`config.mk`:
```
export PLATFORM = sky130hd
export DESIGN_NAME = fmt_mode_ctrl
export DESIGN_NICKNAME = d
export VERILOG_FILES = /design/src/fmt_pkg.sv /design/src/fmt_scan.sv /design/src/fmt_mode_ctrl.sv
export VERILOG_INCLUDE_DIRS = /design/src
export SDC_FILE = /design/constraint.sdc
export NUM_CORES = 1
export LEC_CHECK = 0
export BUFFER_PORTS_ARGS = -buffer_cell sky130_fd_sc_hd__buf_2
export CAP_MARGIN = 20
export CORE_ASPECT_RATIO = 0.7
export CORE_UTILIZATION = 55
export CTS_BUF_LIST = sky130_fd_sc_hd__clkbuf_8
export DETAILED_ROUTE_END_ITERATION = 10
export GPL_TIMING_DRIVEN = 1
export MAX_ROUTING_LAYER = met4
export PLACE_DENSITY = 0.8
export SLEW_MARGIN = 30
export SYNTH_ARGS = -nofsm -noshare
export SYNTH_HDL_FRONTEND = slang
export SYNTH_SLANG_ARGS = --single-unit
```
`constraint.sdc`:
```
create_clock -name clock -period 3.07 [get_ports clock]
set_input_delay 0.614 -clock clock [delete_from_list [all_inputs] [get_ports clock]]
set_output_delay 0.614 -clock clock [all_outputs]
set_load 0.01 [all_outputs]
```
`src/fmt_regs.svh`:
```
// Register offsets, field positions and reset values of the mode-control block
`ifndef FMT_REGS_SVH
`define FMT_REGS_SVH
`define FMT_OFF_MODE 12'h000
`define FMT_OFF_CHAN 12'h004
`define FMT_OFF_STAT 12'h008
`define FMT_OFF_IRQ_STAT 12'h00c
`define FMT_OFF_IRQ_MASK 12'h010
`define FMT_BIT_RXREQ 7
`define FMT_BIT_TXREQ 6
`define FMT_BIT_SCAN 5
`define FMT_BIT_STNBY 4
`define FMT_BIT_RXDA 3
`define FMT_BIT_TXDA 2
`define FMT_BIT_RDS 1
`define FMT_BIT_OVR 0
`define FMT_MODE_RESET 8'h01
`define FMT_MODE_WO_MASK 8'hdf
`define FMT_CHAN_RESET 10'h000
`define FMT_THR_RESET 8'h00
`define FMT_IRQ_W 3
`define FMT_IRQ_SCAN_DONE 0
`define FMT_IRQ_MODE_CHG 1
`define FMT_IRQ_SCAN_FOUND 2
`define FMT_CHAN_MAX 10'h3ff
`define FMT_MODE_W 3
`endif

```
`src/fmt_pkg.sv`:
```
// Types shared by the mode-control block
package fmt_pkg;
  typedef enum logic [2:0] {
    FMT_IDLE,
    FMT_STANDBY,
    FMT_RX,
    FMT_TX
  } fmt_mode_e;
  typedef struct packed {
    logic rx_req;
    logic tx_req;
    logic scan_en;
    logic stnby_req;
    logic rx_digital_audio_select;
    logic tx_digital_audio;
    logic rds_en;
    logic scan_result_override;
  } fmt_mode_s;
  typedef struct packed {
    logic valid;
    logic [9:0] index;
    logic [7:0] rssi;
  } fmt_scan_s;
endpackage

```
`src/fmt_scan.sv`:
```
// Channel scan engine: receive stops on first station, transmit keeps the weakest
`timescale 1ns/10ps
`include "fmt_regs.svh"
module fmt_scan_engine
  import fmt_pkg::*;
#(
  parameter int CHW = 10
) (
  // Clock and reset
  input wire logic clock,
  input wire logic rst,
  // Control
  input wire logic start,
  input wire logic is_tx,
  input wire logic [7:0] tx_scan_threshold,
  // Measurement
  input wire fmt_pkg::fmt_scan_s meas,
  // Result
  output logic [CHW-1:0] probe_index,
  output logic busy,
  output logic done,
  output logic found,
  output logic [CHW-1:0] best_index
);
  import fmt_pkg::*;
  logic [7:0] best_rssi_reg;
  logic last_ch;
  assign last_ch = (probe_index == CHW'(`FMT_CHAN_MAX));

  always_ff @(posedge clock) begin
    if (rst) begin
      busy <= 1'b0;
      done <= 1'b0;
      found <= 1'b0;
      probe_index <= '0;
      best_index <= '0;
      best_rssi_reg <= 8'hff;
    end else begin
      done <= 1'b0;
      if (start && !busy) begin
        busy <= 1'b1;
        found <= 1'b0;
        probe_index <= '0;
        best_rssi_reg <= 8'hff;
      end else if (busy && meas.valid) begin
        if (!is_tx) begin
          if (meas.rssi != 8'h00) begin
            best_index <= probe_index;
            found <= 1'b1;
            busy <= 1'b0;
            done <= 1'b1;
          end
        end else if (meas.rssi < best_rssi_reg &&
                     (tx_scan_threshold == 8'h00 || meas.rssi < tx_scan_threshold)) begin
          best_rssi_reg <= meas.rssi;
          best_index <= probe_index;
          found <= 1'b1;
        end
        if (busy && (is_tx || meas.rssi == 8'h00)) begin
          if (last_ch) begin
            busy <= 1'b0;
            done <= 1'b1;
          end else begin
            probe_index <= probe_index + 1'b1;
          end
        end
      end
    end
  end

  a_scan_done_ends: assert property (@(posedge clock) disable iff (rst)
    done |-> !busy) else $error("scan still busy after done");
endmodule // fmt_scan_engine

```
`src/fmt_mode_ctrl.sv`:
```
// Mode-control register bank with APB slave, mode FSM and scan control
//
// Decided for this implementation: register access over APB.
`timescale 1ns/10ps
`include "fmt_regs.svh"
//////////////////////////////////////////////////////////////////////////////
module fmt_mode_ctrl
  import fmt_pkg::*;
#(
  parameter int CHW = 10
) (
  // Clock and reset
  input wire logic clock,
  input wire logic rst,
  // APB slave
  input wire logic psel,
  input wire logic penable,
  input wire logic pwrite,
  input wire logic [11:0] paddr,
  input wire logic [31:0] pwdata,
  output logic [31:0] prdata,
  output logic pready,
  output logic pslverr,
  // Measurement from the RF front end
  input wire fmt_pkg::fmt_scan_s meas,
  // Device controls
  output logic rx_on,
  output logic tx_on,
  output logic standby_on,
  output logic rx_audio_digital,
  output logic rx_audio_analog,
  output logic [CHW-1:0] tuned_frequency_index,
  output logic irq
);
  import fmt_pkg::*;

  //////////////////////////////////////////////////////////////////////////////
  // Registers
  fmt_mode_s mode_control_reg;
  logic [CHW-1:0] chan_reg;
  logic [7:0] thr_reg;
  logic [`FMT_IRQ_W-1:0] irq_stat_reg;
  logic [`FMT_IRQ_W-1:0] irq_mask_reg;
  fmt_mode_e state_reg;
  fmt_mode_e state_next;
  fmt_mode_e state_d1_reg;
  logic scan_run_reg;
  logic scan_tx_reg;

  logic setup;
  logic wr_acc;
  logic [`FMT_IRQ_W-1:0] irq_events;
  logic irq_pending;
  logic [CHW-1:0] probe_index;
  logic scan_busy;
  logic scan_done;
  logic scan_found;
  logic [CHW-1:0] scan_index;
  logic scan_start;

  function automatic logic addr_known(input logic [11:0] a);
    return a == `FMT_OFF_MODE || a == `FMT_OFF_CHAN || a == `FMT_OFF_STAT ||
           a == `FMT_OFF_IRQ_STAT || a == `FMT_OFF_IRQ_MASK;
  endfunction

  // APB answers in the access cycle following setup (no wait state)
  assign setup = psel && !penable;
  assign wr_acc = psel && penable && pready && pwrite;

  always_ff @(posedge clock) begin
    if (rst) begin
      pready <= 1'b0;
      pslverr <= 1'b0;
    end else begin
      pready <= setup;
      pslverr <= setup && !addr_known(paddr);
    end
  end

  always_ff @(posedge clock) begin
    if (rst) begin
      prdata <= 32'h0000_0000;
    end else if (setup && !pwrite) begin
      case (paddr)
        `FMT_OFF_MODE: prdata <= {24'h000000, mode_control_reg};
        `FMT_OFF_CHAN: prdata <= {14'h0000, thr_reg, chan_reg};
        `FMT_OFF_STAT: prdata <= {16'h0000, scan_index, 1'b0, scan_found, scan_run_reg, 3'(state_reg)};
        `FMT_OFF_IRQ_STAT: prdata <= {29'h0, irq_stat_reg};
        `FMT_OFF_IRQ_MASK: prdata <= {29'h0, irq_mask_reg};
        default: prdata <= 32'h0000_0000;
      endcase
    end
  end

  //////////////////////////////////////////////////////////////////////////////
  // Mode register: request bits written by host, scan enable cleared on completion
  always_ff @(posedge clock) begin
    if (rst) begin
      mode_control_reg <= `FMT_MODE_RESET;
    end else begin
      if (wr_acc && paddr == `FMT_OFF_MODE) begin
        mode_control_reg <= pwdata[7:0];
      end
      if (scan_done && !(wr_acc && paddr == `FMT_OFF_MODE && pwdata[`FMT_BIT_SCAN])) begin
        mode_control_reg.scan_en <= 1'b0;
      end
    end
  end

  always_ff @(posedge clock) begin
    if (rst) begin
      chan_reg <= CHW'(`FMT_CHAN_RESET);
      thr_reg <= `FMT_THR_RESET;
    end else if (wr_acc && paddr == `FMT_OFF_CHAN) begin
      chan_reg <= pwdata[CHW-1:0];
      thr_reg <= pwdata[CHW+7:CHW];
    end
  end

  //////////////////////////////////////////////////////////////////////////////
  // Mode state machine
  always_comb begin
    state_next = FMT_IDLE;
    if (mode_control_reg.rx_req) begin
      state_next = FMT_RX;
    end else if (mode_control_reg.tx_req) begin
      state_next = FMT_TX;
    end else if (mode_control_reg.stnby_req && (state_reg == FMT_IDLE || state_reg == FMT_STANDBY)) begin
      state_next = FMT_STANDBY;
    end
  end

  always_ff @(posedge clock) begin
    if (rst) begin
      state_reg <= FMT_IDLE;
      state_d1_reg <= FMT_IDLE;
    end else begin
      state_reg <= state_next;
      state_d1_reg <= state_reg;
    end
  end

  always_ff @(posedge clock) begin
    if (rst) begin
      rx_on <= 1'b0;
      tx_on <= 1'b0;
      standby_on <= 1'b0;
      rx_audio_digital <= 1'b0;
      rx_audio_analog <= 1'b0;
    end else begin
      case (state_next)
        FMT_RX: begin
          rx_on <= 1'b1;
          tx_on <= 1'b0;
          standby_on <= 1'b0;
        end
        FMT_TX: begin
          rx_on <= 1'b0;
          tx_on <= 1'b1;
          standby_on <= 1'b0;
        end
        FMT_STANDBY: begin
          rx_on <= 1'b0;
          tx_on <= 1'b0;
          standby_on <= 1'b1;
        end
        default: begin
          rx_on <= 1'b0;
          tx_on <= 1'b0;
          standby_on <= 1'b0;
        end
      endcase
      rx_audio_digital <= (state_next == FMT_RX) && mode_control_reg.rx_digital_audio_select;
      rx_audio_analog <= (state_next == FMT_RX) && !mode_control_reg.rx_digital_audio_select;
    end
  end

  //////////////////////////////////////////////////////////////////////////////
  // Scan control
  assign scan_start = mode_control_reg.scan_en && !scan_run_reg &&
                      (state_next == FMT_RX || state_next == FMT_TX);

  always_ff @(posedge clock) begin
    if (rst) begin
      scan_run_reg <= 1'b0;
    end else if (scan_start) begin
      scan_run_reg <= 1'b1;
    end else if (scan_done) begin
      scan_run_reg <= 1'b0;
    end
  end

  // Scan direction is fixed at start so a later mode change cannot switch the search
  always_ff @(posedge clock) begin
    if (rst) begin
      scan_tx_reg <= 1'b0;
    end else if (scan_start) begin
      scan_tx_reg <= (state_next == FMT_TX);
    end
  end

  fmt_scan_engine #(
    .CHW(CHW)
  ) u_fmt_scan_engine (
    .clock(clock),
    .rst(rst),
    .start(scan_start),
    .is_tx(scan_tx_reg),
    .tx_scan_threshold(thr_reg),
    .meas(meas),
    .probe_index(probe_index),
    .busy(scan_busy),
    .done(scan_done),
    .found(scan_found),
    .best_index(scan_index)
  );

  always_ff @(posedge clock) begin
    if (rst) begin
      tuned_frequency_index <= CHW'(`FMT_CHAN_RESET);
    end else if (scan_busy) begin
      tuned_frequency_index <= probe_index;
    end else if (mode_control_reg.scan_result_override) begin
      tuned_frequency_index <= chan_reg;
    end else begin
      tuned_frequency_index <= scan_index;
    end
  end

  //////////////////////////////////////////////////////////////////////////////
  // Interrupts: set wins over write-one-to-clear
  assign irq_events = {scan_done && scan_found, state_reg != state_d1_reg, scan_done};
  assign irq_pending = |(irq_stat_reg & irq_mask_reg);

  always_ff @(posedge clock) begin
    if (rst) begin
      irq_stat_reg <= '0;
    end else begin
      if (wr_acc && paddr == `FMT_OFF_IRQ_STAT) begin
        irq_stat_reg <= (irq_stat_reg & ~pwdata[`FMT_IRQ_W-1:0]) | irq_events;
      end else begin
        irq_stat_reg <= irq_stat_reg | irq_events;
      end
    end
  end

  always_ff @(posedge clock) begin
    if (rst) begin
      irq_mask_reg <= '0;
    end else if (wr_acc && paddr == `FMT_OFF_IRQ_MASK) begin
      irq_mask_reg <= pwdata[`FMT_IRQ_W-1:0];
    end
  end

  always_ff @(posedge clock) begin
    if (rst) begin
      irq <= 1'b0;
    end else begin
      irq <= irq_pending;
    end
  end

  //////////////////////////////////////////////////////////////////////////////
  // Assertions: register bus and readback
  a_apb_answer: assert property (@(posedge clock) disable iff (rst)
    setup |=> pready) else $error("apb answer missing");
  a_apb_pulse: assert property (@(posedge clock) disable iff (rst)
    pready |=> !pready) else $error("apb answer too long");
  a_status_ro: assert property (@(posedge clock) disable iff (rst)
    (wr_acc && paddr == `FMT_OFF_STAT) |=> $stable(chan_reg) && $stable(thr_reg) && $stable(irq_mask_reg))
    else $error("status write changed a register");
  a_status_read: assert property (@(posedge clock) disable iff (rst)
    (setup && !pwrite && paddr == `FMT_OFF_STAT) |=> prdata[2:0] == $past(state_reg))
    else $error("status readback wrong");
  a_wo_read: assert property (@(posedge clock) disable iff (rst)
    (setup && !pwrite && paddr == `FMT_OFF_MODE) |=> prdata[7:0] == $past(mode_control_reg))
    else $error("mode readback wrong");
  a_wo_readback: assert property (@(posedge clock) disable iff (rst)
    (wr_acc && paddr == `FMT_OFF_MODE) |=> (mode_control_reg & `FMT_MODE_WO_MASK) == ($past(pwdata[7:0]) & `FMT_MODE_WO_MASK))
    else $error("write-only readback differs");
  a_mode_hold: assert property (@(posedge clock) disable iff (rst)
    (!(wr_acc && paddr == `FMT_OFF_MODE) && !scan_done) |=> $stable(mode_control_reg))
    else $error("mode register changed without cause");

  //////////////////////////////////////////////////////////////////////////////
  // Assertions: mode selection
  a_rx_priority: assert property (@(posedge clock) disable iff (rst)
    mode_control_reg.rx_req |=> rx_on && !tx_on && !standby_on) else $error("rx not prioritised");
  a_tx_mode: assert property (@(posedge clock) disable iff (rst)
    (mode_control_reg.tx_req && !mode_control_reg.rx_req) |=> tx_on) else $error("tx not entered");
  a_rx_priority_sm: assert property (@(posedge clock) disable iff (rst)
    (mode_control_reg.rx_req && mode_control_reg.tx_req) |=> state_reg == FMT_RX) else $error("priority wrong");
  a_idle_default: assert property (@(posedge clock) disable iff (rst)
    (!mode_control_reg.rx_req && !mode_control_reg.tx_req && !mode_control_reg.stnby_req) |=> !rx_on && !tx_on && !standby_on)
    else $error("idle not entered");
  a_standby_gate: assert property (@(posedge clock) disable iff (rst)
    $rose(standby_on) |-> $past(state_reg) == FMT_IDLE) else $error("standby entered from active mode");
  a_audio_route: assert property (@(posedge clock) disable iff (rst)
    rx_on |-> (rx_audio_digital != rx_audio_analog)) else $error("audio route wrong");
  a_audio_off: assert property (@(posedge clock) disable iff (rst)
    !rx_on |-> !rx_audio_digital && !rx_audio_analog) else $error("audio routed outside receive");

  //////////////////////////////////////////////////////////////////////////////
  // Assertions: scan
  a_scan_start: assert property (@(posedge clock) disable iff (rst)
    scan_start |=> scan_busy) else $error("scan did not start");
  a_scan_clear: assert property (@(posedge clock) disable iff (rst)
    (scan_done && !wr_acc) |=> !mode_control_reg.scan_en) else $error("scan enable not cleared");
  a_rx_stop_first: assert property (@(posedge clock) disable iff (rst)
    (scan_busy && !scan_tx_reg && meas.valid && meas.rssi != 8'h00) |=> !scan_busy && scan_found && scan_index == $past(probe_index))
    else $error("receive scan did not stop at first station");
  a_tx_scan_full: assert property (@(posedge clock) disable iff (rst)
    (scan_busy && scan_tx_reg && probe_index != CHW'(`FMT_CHAN_MAX)) |=> scan_busy)
    else $error("transmit scan ended early");
  a_chan_override: assert property (@(posedge clock) disable iff (rst)
    (!scan_busy && mode_control_reg.scan_result_override) |=> tuned_frequency_index == $past(chan_reg))
    else $error("host channel not used");
  a_tuned_scan: assert property (@(posedge clock) disable iff (rst)
    (!scan_busy && !mode_control_reg.scan_result_override) |=> tuned_frequency_index == $past(scan_index))
    else $error("scan channel not used");

  //////////////////////////////////////////////////////////////////////////////
  // Assertions: interrupts
  a_irq_set_wins: assert property (@(posedge clock) disable iff (rst)
    (irq_events != '0) |=> (irq_stat_reg & $past(irq_events)) == $past(irq_events))
    else $error("interrupt event lost");
  a_irq_level: assert property (@(posedge clock) disable iff (rst)
    1'b1 |=> irq == $past(irq_pending)) else $error("interrupt level wrong");

  c_rx_scan: cover property (@(posedge clock) disable iff (rst) scan_done && state_reg == FMT_RX);
  c_tx_scan: cover property (@(posedge clock) disable iff (rst) scan_done && state_reg == FMT_TX);
  c_standby: cover property (@(posedge clock) disable iff (rst) standby_on);
  c_irq: cover property (@(posedge clock) disable iff (rst) irq);
  c_rx_to_tx: cover property (@(posedge clock) disable iff (rst) state_reg == FMT_TX && state_d1_reg == FMT_RX);
endmodule // fmt_mode_ctrl

```
==> results of run 1 <==
==> placed cells by master (no fill, tap or decap), types with 4 or more instances in the layout <==
cell type  Yosys  routed
a211oi_1       6       6
and4_1         4       4
clkbuf_8       0       9
nand3_1       30      30
or4_1          6       6
a21oi_1       44      44
xor2_1         7       7
nand2b_1      23      23
mux2i_1       23      23
a222oi_1       5       5
a22oi_1       10      10
inv_1         22      22
and2_1         4       4
dfxtp_1      105     105
and3_1         4       4
buf_2          6      79
nor2b_1        8       8
ha_1          15      15
nor2_1        51      51
nand4_1       10      10
o21ai_0       26      26
conb_1         1      14
nand2_1       63      63
nor4_1         4       4
buf_4         15      11
==> kinds of logic after synthesis <==
kind of cell	Yosys count	synth area share
buffers and inverters	67	0.0657
AO/OA/AOI/OAI	115	0.149
adder cells (fa/ha/maj)	15	0.0391
multiplexers	26	0.0550
flip-flops	105	0.438
AND/OR/NAND/NOR	224	0.237
other	1	0.000781
XOR/XNOR	9	0.0164
==> metal layers <==
metal / GRT usage / vias to the layer above / routed length [um]
li1: - / 2089 / -
met3: 0.0634 / 23 / 1300
met4: 0.0447 / 0 / 140
met2: 0.424 / 231 / 5370
met5: - / - / 0
met1: 0.416 / 2060 / 5670
==> stage by stage <==
step                power [mW]  hold WS [ps]  std cells   util  setup slack, ps
finish                    2.41           456        756  0.648              536
global route              2.48           460        756  0.648              394
CTS                       2.42           462        756  0.647              578
detailed placement        1.51           437        740  0.621              180
global placement          1.51           431        740  0.621              246
floorplan                 1.47           427        575      -              603
==> cell type report <==
class	count	area [sq um]	share of cell area
inverter	22	82.6	0.0151
tap	120	150	0.0274
clock buffer	9	124	0.0226
clock inverter	7	96.3	0.0176
sequential	105	2100	0.384
multi-input combinational	403	2440	0.446
timing repair buffer	90	478	0.0873
==> critical path: cells and delay by family <==
kind	cells	cell delay (ps)
simple gates	3	1600
compound gates	2	260
buf+inv	2	370
==> report_power, final <==
part           leakage (nW)  switching [mW]  internal, mW
clock network         0.109           0.525         0.404
logic                  1.35          0.0758        0.0451
registers             0.846         0.00137          1.36
total                  2.31           0.602          1.81
==> worst max path at each step <==
stage / to / slack [ps] / cells after the start / from
after global routing: u_fmt_scan_engine.best_index[3]$_SDFFE_PP0P_ / 390 / 7 / thr_reg[1]$_SDFFE_PP0P_
after detailed placement: prdata[3]$_SDFFE_PP0P_ / 180 / 7 / paddr[11]
after floorplan: prdata[10]$_SDFFE_PP0P_ / 600 / 6 / paddr[11]
after CTS: prdata[3]$_SDFFE_PP0P_ / 580 / 7 / paddr[11]
after global placement: prdata[3]$_SDFFE_PP0P_ / 250 / 7 / paddr[11]
final: prdata[13]$_SDFFE_PP0P_ / 540 / 7 / paddr[11]
==> results.sh, run 1 <==
export IMPL_slew_violations=0
export IMPL_drc=0
export IMPL_hpwl_um=9280
export IMPL_cts_tree="done"
export IMPL_hp_start="prdata[7]$_SDFFE_PP0P_"
export IMPL_synthFlopType="dfxtp_1"
export IMPL_core_rowCount=28
export IMPL_synthCells=562
export IMPL_cap_violations=0
export IMPL_die_y_um=80.2
export IMPL_grt_max_degree=35
export IMPL_die_width_um=114
export IMPL_slew_headroom=0.476
export IMPL_grt_pass1_wl_um=19800
export IMPL_r2r_slack_ps=620
export IMPL_rsz0062_at_grt="no"
export IMPL_via_count=4403
export IMPL_path_common_cell="or4_4"
export IMPL_synth_edf_count=0
export IMPL_hold_path_depth=2
export IMPL_top_register="prdata"
export IMPL_r2r_cells=7
export IMPL_antenna_found_initial=0
export IMPL_r2r_start="thr_reg[1]$_SDFFE_PP0P_"
export IMPL_drive_gt1_frac=0.187
export IMPL_clk_pin_slew_worst_paths_ps=100
export IMPL_first_pass_iters=6
export IMPL_critPathMaxStageDelay_ps=550
export IMPL_p_per_area_nw_per_um2=441
export IMPL_crit_chain="buf_2 -> or4_4 -> or4_4 -> nor3b_4 -> buf_4 -> a22oi_1 -> o21ai_0"
export IMPL_arrival_ps=2840
export IMPL_finalSetupViolations=0
export IMPL_cts_repair_resized=0
export IMPL_async_flop_share=0
export IMPL_drt_iter0_drc=575
export IMPL_yosys_top_cells_count="105 x dfxtp_1, 63 x nand2_1, 51 x nor2_1"
export IMPL_clock_skew_ps=16.1
export IMPL_clockRootBuffer="clkbuf_8"
export IMPL_place_congestion=0.904
export IMPL_synth_area_leaders="dfxtp_1 44%, nand2_1 4.9%, mux2i_1 4.8%"
export IMPL_synth_cell_types=52
export IMPL_insertion_delay_ps=380
export IMPL_clock_sinks=105
export IMPL_via_per_inst=5.82
export IMPL_syn_area_sq_um=4800
export IMPL_tightest_slew_ps=766
export IMPL_largest_reg_flops=18
export IMPL_seq_area_frac_synth=0.438
export IMPL_grt_overflow_total=0
export IMPL_nFillCells=702
export IMPL_htreeDepth=3
export IMPL_area_growth_pct=14.0
export IMPL_path_max_fanout=9
export IMPL_routedWlPerCell_um=16.5
export IMPL_n_antenna_cell=0
export IMPL_fin_area_sq_um=5470
export IMPL_ant_nets=0
export IMPL_first_global_vias=3976
export IMPL_period_minus_slack_ps=2530
export IMPL_hold_viol=0
export IMPL_synth_most_common_cell="dfxtp_1"
export IMPL_core_sq_um=8440
export IMPL_cts_path_max_buffers=2
export IMPL_ir_worst_vdd_mv=0.265
export IMPL_final_nets=714
export IMPL_initial_core_util=0.569
export IMPL_setup_tns_ps=0
export IMPL_cts_setup_buffers=0
export IMPL_hold_class="reg -> reg"
export IMPL_ys_ff_latch=105
export IMPL_max_freq_ghz=0.395
export IMPL_dpl_cell_area_sq_um=5250
export IMPL_io_pins=118
export IMPL_crit_required_ps=3370
export IMPL_cpMaxStageDelayCell="or4_4"
export IMPL_synth_top_area_share=0.438
export IMPL_power_leakage_nw=2.31
export IMPL_grt_usage=0.290
export IMPL_port_buffer_count=79
export IMPL_cts_buffers=9
export IMPL_whs_endpoint="prdata[7]$_SDFFE_PP0P_"
export IMPL_die_area_sq_um=9110
export IMPL_yosysTopAreaCell="dfxtp_1"
export IMPL_endpoint_kind="flip-flop"
export IMPL_start_kind="input pin"
export IMPL_postRouteWirelength_um=12500
export IMPL_r2r_end="u_fmt_scan_engine.best_index[0]$_SDFFE_PP0P_"
export IMPL_status="complete, no violations"
export IMPL_path_class="in -> reg"
export IMPL_yosysWarnings=0
export IMPL_period_share=0.826
export IMPL_cts_hold_buffers=0
export IMPL_avgSynthCellArea_sq_um=8.54
Power figures use the tool's default switching activity.
==> inputs of run 2 (changes only) <==
- ABC_AREA: default -> 1
- CORE_UTILIZATION: 55 -> 50
- PLACE_DENSITY: 0.8 -> 0.76
- clock period: 3.07 -> 2.3 ns (I/O delays scaled with it)
==> run 2 against run 1 <==
  * Final area grew 2.2%
  * Worst setup slack lost 340 ps
  * Synthesized cell count grew 22%
  * Clock power grew 28%
  * Combinational power grew 53%
  * Global-route usage shrank 3.2 points
  * Clock skew shrank 8.1 ps
  * Register-to-register slack lost 430 ps
  * Critical path depth grew 5
  * Core utilization shrank 4.8 points
  * Largest power group unchanged
  * Sequential share of layout area shrank 0.82 points
  * Routed wire length grew 1.9%
==> results.sh, run 2 <==
export IMPL_status="complete, no violations"
export IMPL_r2r_slack_ps=190
export IMPL_max_freq_ghz=0.475
export IMPL_arrival_ps=2380
export IMPL_routedWlPerCell_um=14.4
export IMPL_die_area_sq_um=10300
export IMPL_core_sq_um=9330
export IMPL_clk_pin_slew_worst_paths_ps=100
export IMPL_crit_chain="inv_1 -> ha_1 -> nand2_1 -> nor2_1 -> nor3_1 -> nand2_1 -> nand2_1 -> nand2_4 -> nand2_4 -> nand2_1 -> nand2_1 -> nor2_1"
export IMPL_syn_area_sq_um=4950
export IMPL_via_per_inst=5.31
export IMPL_setup_tns_ps=0
export IMPL_first_global_vias=4040
export IMPL_cts_path_max_buffers=2
export IMPL_synth_top_area_share=0.424
export IMPL_synthCells=684
export IMPL_path_common_cell="nand2_1"
export IMPL_ant_nets=0
export IMPL_port_buffer_count=79
export IMPL_crit_required_ps=2570
export IMPL_io_pins=118
export IMPL_period_minus_slack_ps=2110
export IMPL_synth_edf_count=0
export IMPL_rsz0062_at_grt="no"
export IMPL_top_register="prdata"
export IMPL_htreeDepth=3
export IMPL_area_growth_pct=12.9
export IMPL_die_width_um=121
export IMPL_first_pass_iters=5
export IMPL_clock_skew_ps=8.02
export IMPL_synth_cell_types=39
export IMPL_final_nets=840
export IMPL_final_common_cell="nand2_1"
export IMPL_p_per_area_nw_per_um2=571
export IMPL_insertion_delay_ps=380
export IMPL_critPathMaxStageDelay_ps=430
export IMPL_slew_headroom=0.558
export IMPL_largest_reg_flops=18
export IMPL_clock_sinks=105
export IMPL_cts_tree="done"
export IMPL_async_flop_share=0
export IMPL_antenna_found_initial=0
export IMPL_cp_top_family="simple AND/OR/NAND/NOR gates"
export IMPL_power_leakage_nw=2.47
export IMPL_avgSynthCellArea_sq_um=7.24
export IMPL_cts_buffers=9
export IMPL_postRouteWirelength_um=12700
export IMPL_path_max_fanout=21
export IMPL_period_share=0.915
export IMPL_hpwl_um=9880
export IMPL_start_kind="flip-flop"
export IMPL_grt_pass1_wl_um=20000
export IMPL_cap_violations=0
export IMPL_endpoint_kind="flip-flop"
export IMPL_ir_worst_vdd_mv=0.356
export IMPL_final_cell_mix="120 x nand2_1, 105 x dfxtp_1, 93 x inv_1"
export IMPL_cts_hold_buffers=0
export IMPL_grt_usage=0.258
export IMPL_cpMaxStageDelayCell="dfxtp_1"
export IMPL_grt_overflow_total=0
export IMPL_initial_core_util=0.531
export IMPL_yosysWarnings=0
export IMPL_core_rowCount=29
export IMPL_hold_class="in -> reg"
export IMPL_synth_area_leaders="dfxtp_1 42%, nand2_1 9.1%, a21oi_1 7.3%"
export IMPL_drt_iter0_drc=356
export IMPL_cts_setup_buffers=0
export IMPL_place_congestion=0.881
export IMPL_yosys_top_cells_count="120 x nand2_1, 105 x dfxtp_1, 93 x inv_1"
export IMPL_drc=0
export IMPL_path_class="reg -> reg"
export IMPL_synthFlopType="dfxtp_1"
export IMPL_ys_ff_latch=105
export IMPL_hold_viol=0
export IMPL_via_count=4702
export IMPL_tightest_slew_ps=662
export IMPL_die_y_um=85.3
export IMPL_n_antenna_cell=0
export IMPL_yosysTopAreaCell="dfxtp_1"
export IMPL_clockRootBuffer="clkbuf_8"
export IMPL_finalSetupViolations=0
export IMPL_cts_repair_resized=0
export IMPL_whs_ps=347
export IMPL_drive_gt1_frac=0.165
export IMPL_seq_area_frac_synth=0.424
export IMPL_slew_violations=0
export IMPL_grt_max_degree=43
export IMPL_synth_most_common_cell="nand2_1"
export IMPL_cp_num_buf_inv=1
run 2: changes by cell type in the layout (fill, tap and decap cells not counted), sizes merged, moves of 10 or more:
cell / previous run / this run
inv: 26 / 97
nand2: 63 / 124
o21ai: 28 / 71
a21oi: 44 / 73
mux2i: 23 / 0
nand2b: 23 / 0
nor2: 51 / 66
nand3: 30 / 41
a22oi: 10 / 0
o22ai: 0 / 10
run 2: layout make-up:
class / count / area [sq um]
Clock buffer: 10 / 138
Tap cell: 124 / 155
Timing Repair Buffer: 90 / 478
Sequential cell: 105 / 2100
Fill cell: 871 / 3730
Multi-Input combinational cell: 453 / 2290
Clock inverter: 6 / 66.3
Inverter: 98 / 368
run 2: final timing paths:
path / start / to / cells after the start
worst max-delay path: thr_reg[7]$_SDFFE_PP0P_ / u_fmt_scan_engine.best_index[4]$_SDFFE_PP0P_ / 12
worst min-delay path: pwdata[6] / mode_control_reg[6]$_SDFFE_PP0N_ / 3
worst max register to register: thr_reg[7]$_SDFFE_PP0P_ / u_fmt_scan_engine.best_index[4]$_SDFFE_PP0P_ / 12
worst min register to register: mode_control_reg[3]$_SDFFE_PP0N_ / rx_audio_analog$_SDFF_PP0_ / 1
run 2: cell families after synthesis:
group | synth area share
AOI/OAI and AO/OA | 0.172
adders and majority gates | 0.0379
DFF | 0.424
buffers and inverters | 0.124
other | 0.000757
xor gates and xnor gates | 0.0124
and+or+nand+nor | 0.228
run 2: per-layer routing:
layer | part of all wire | global-route usage | wire length (um)
met5 | 0 | - | 0
met4 | 0.0083 | 0.0550 | 106
met3 | 0.10 | 0.0638 | 1300
met2 | 0.41 | 0.354 | 5210
met1 | 0.48 | 0.378 | 6110
run 2: worst reg2reg max path, stage by stage (launching register included):
cell     delay, ps
dfxtp_1        430
inv_1           90
ha_1           300
nand2_1        110
nor2_1          60
nor3_1         130
nand2_1         70
nand2_1        190
nand2_4        160
nand2_4        230
nand2_1        110
nand2_1         70
nor2_1          40
run 2: metrics by stage:
| stage | setup WS [ps] | std cells | instance area [sq um] | util | power (mW) |
|---|---|---|---|---|---|
| detailed placement | 61.5 | 870 | 5390 | 0.578 | 2.05 |
| floorplan | 531 | 697 | 5000 | - | 1.98 |
| global placement | 196 | 870 | 5390 | 0.578 | 2.04 |
| finish | 194 | 886 | 5590 | 0.600 | 3.19 |
| global route | 0.0475 | 886 | 5590 | 0.600 | 3.30 |
| CTS | 210 | 886 | 5590 | 0.600 | 3.21 |
run 2: power by group:
group / internal (mW) / total [mW] / switching [mW]
Sequential: 1.82 / 1.82 / 0.00134
Combinational: 0.0658 / 0.185 / 0.120
Clock: 0.535 / 1.19 / 0.651
Total: 2.42 / 3.19 / 0.772
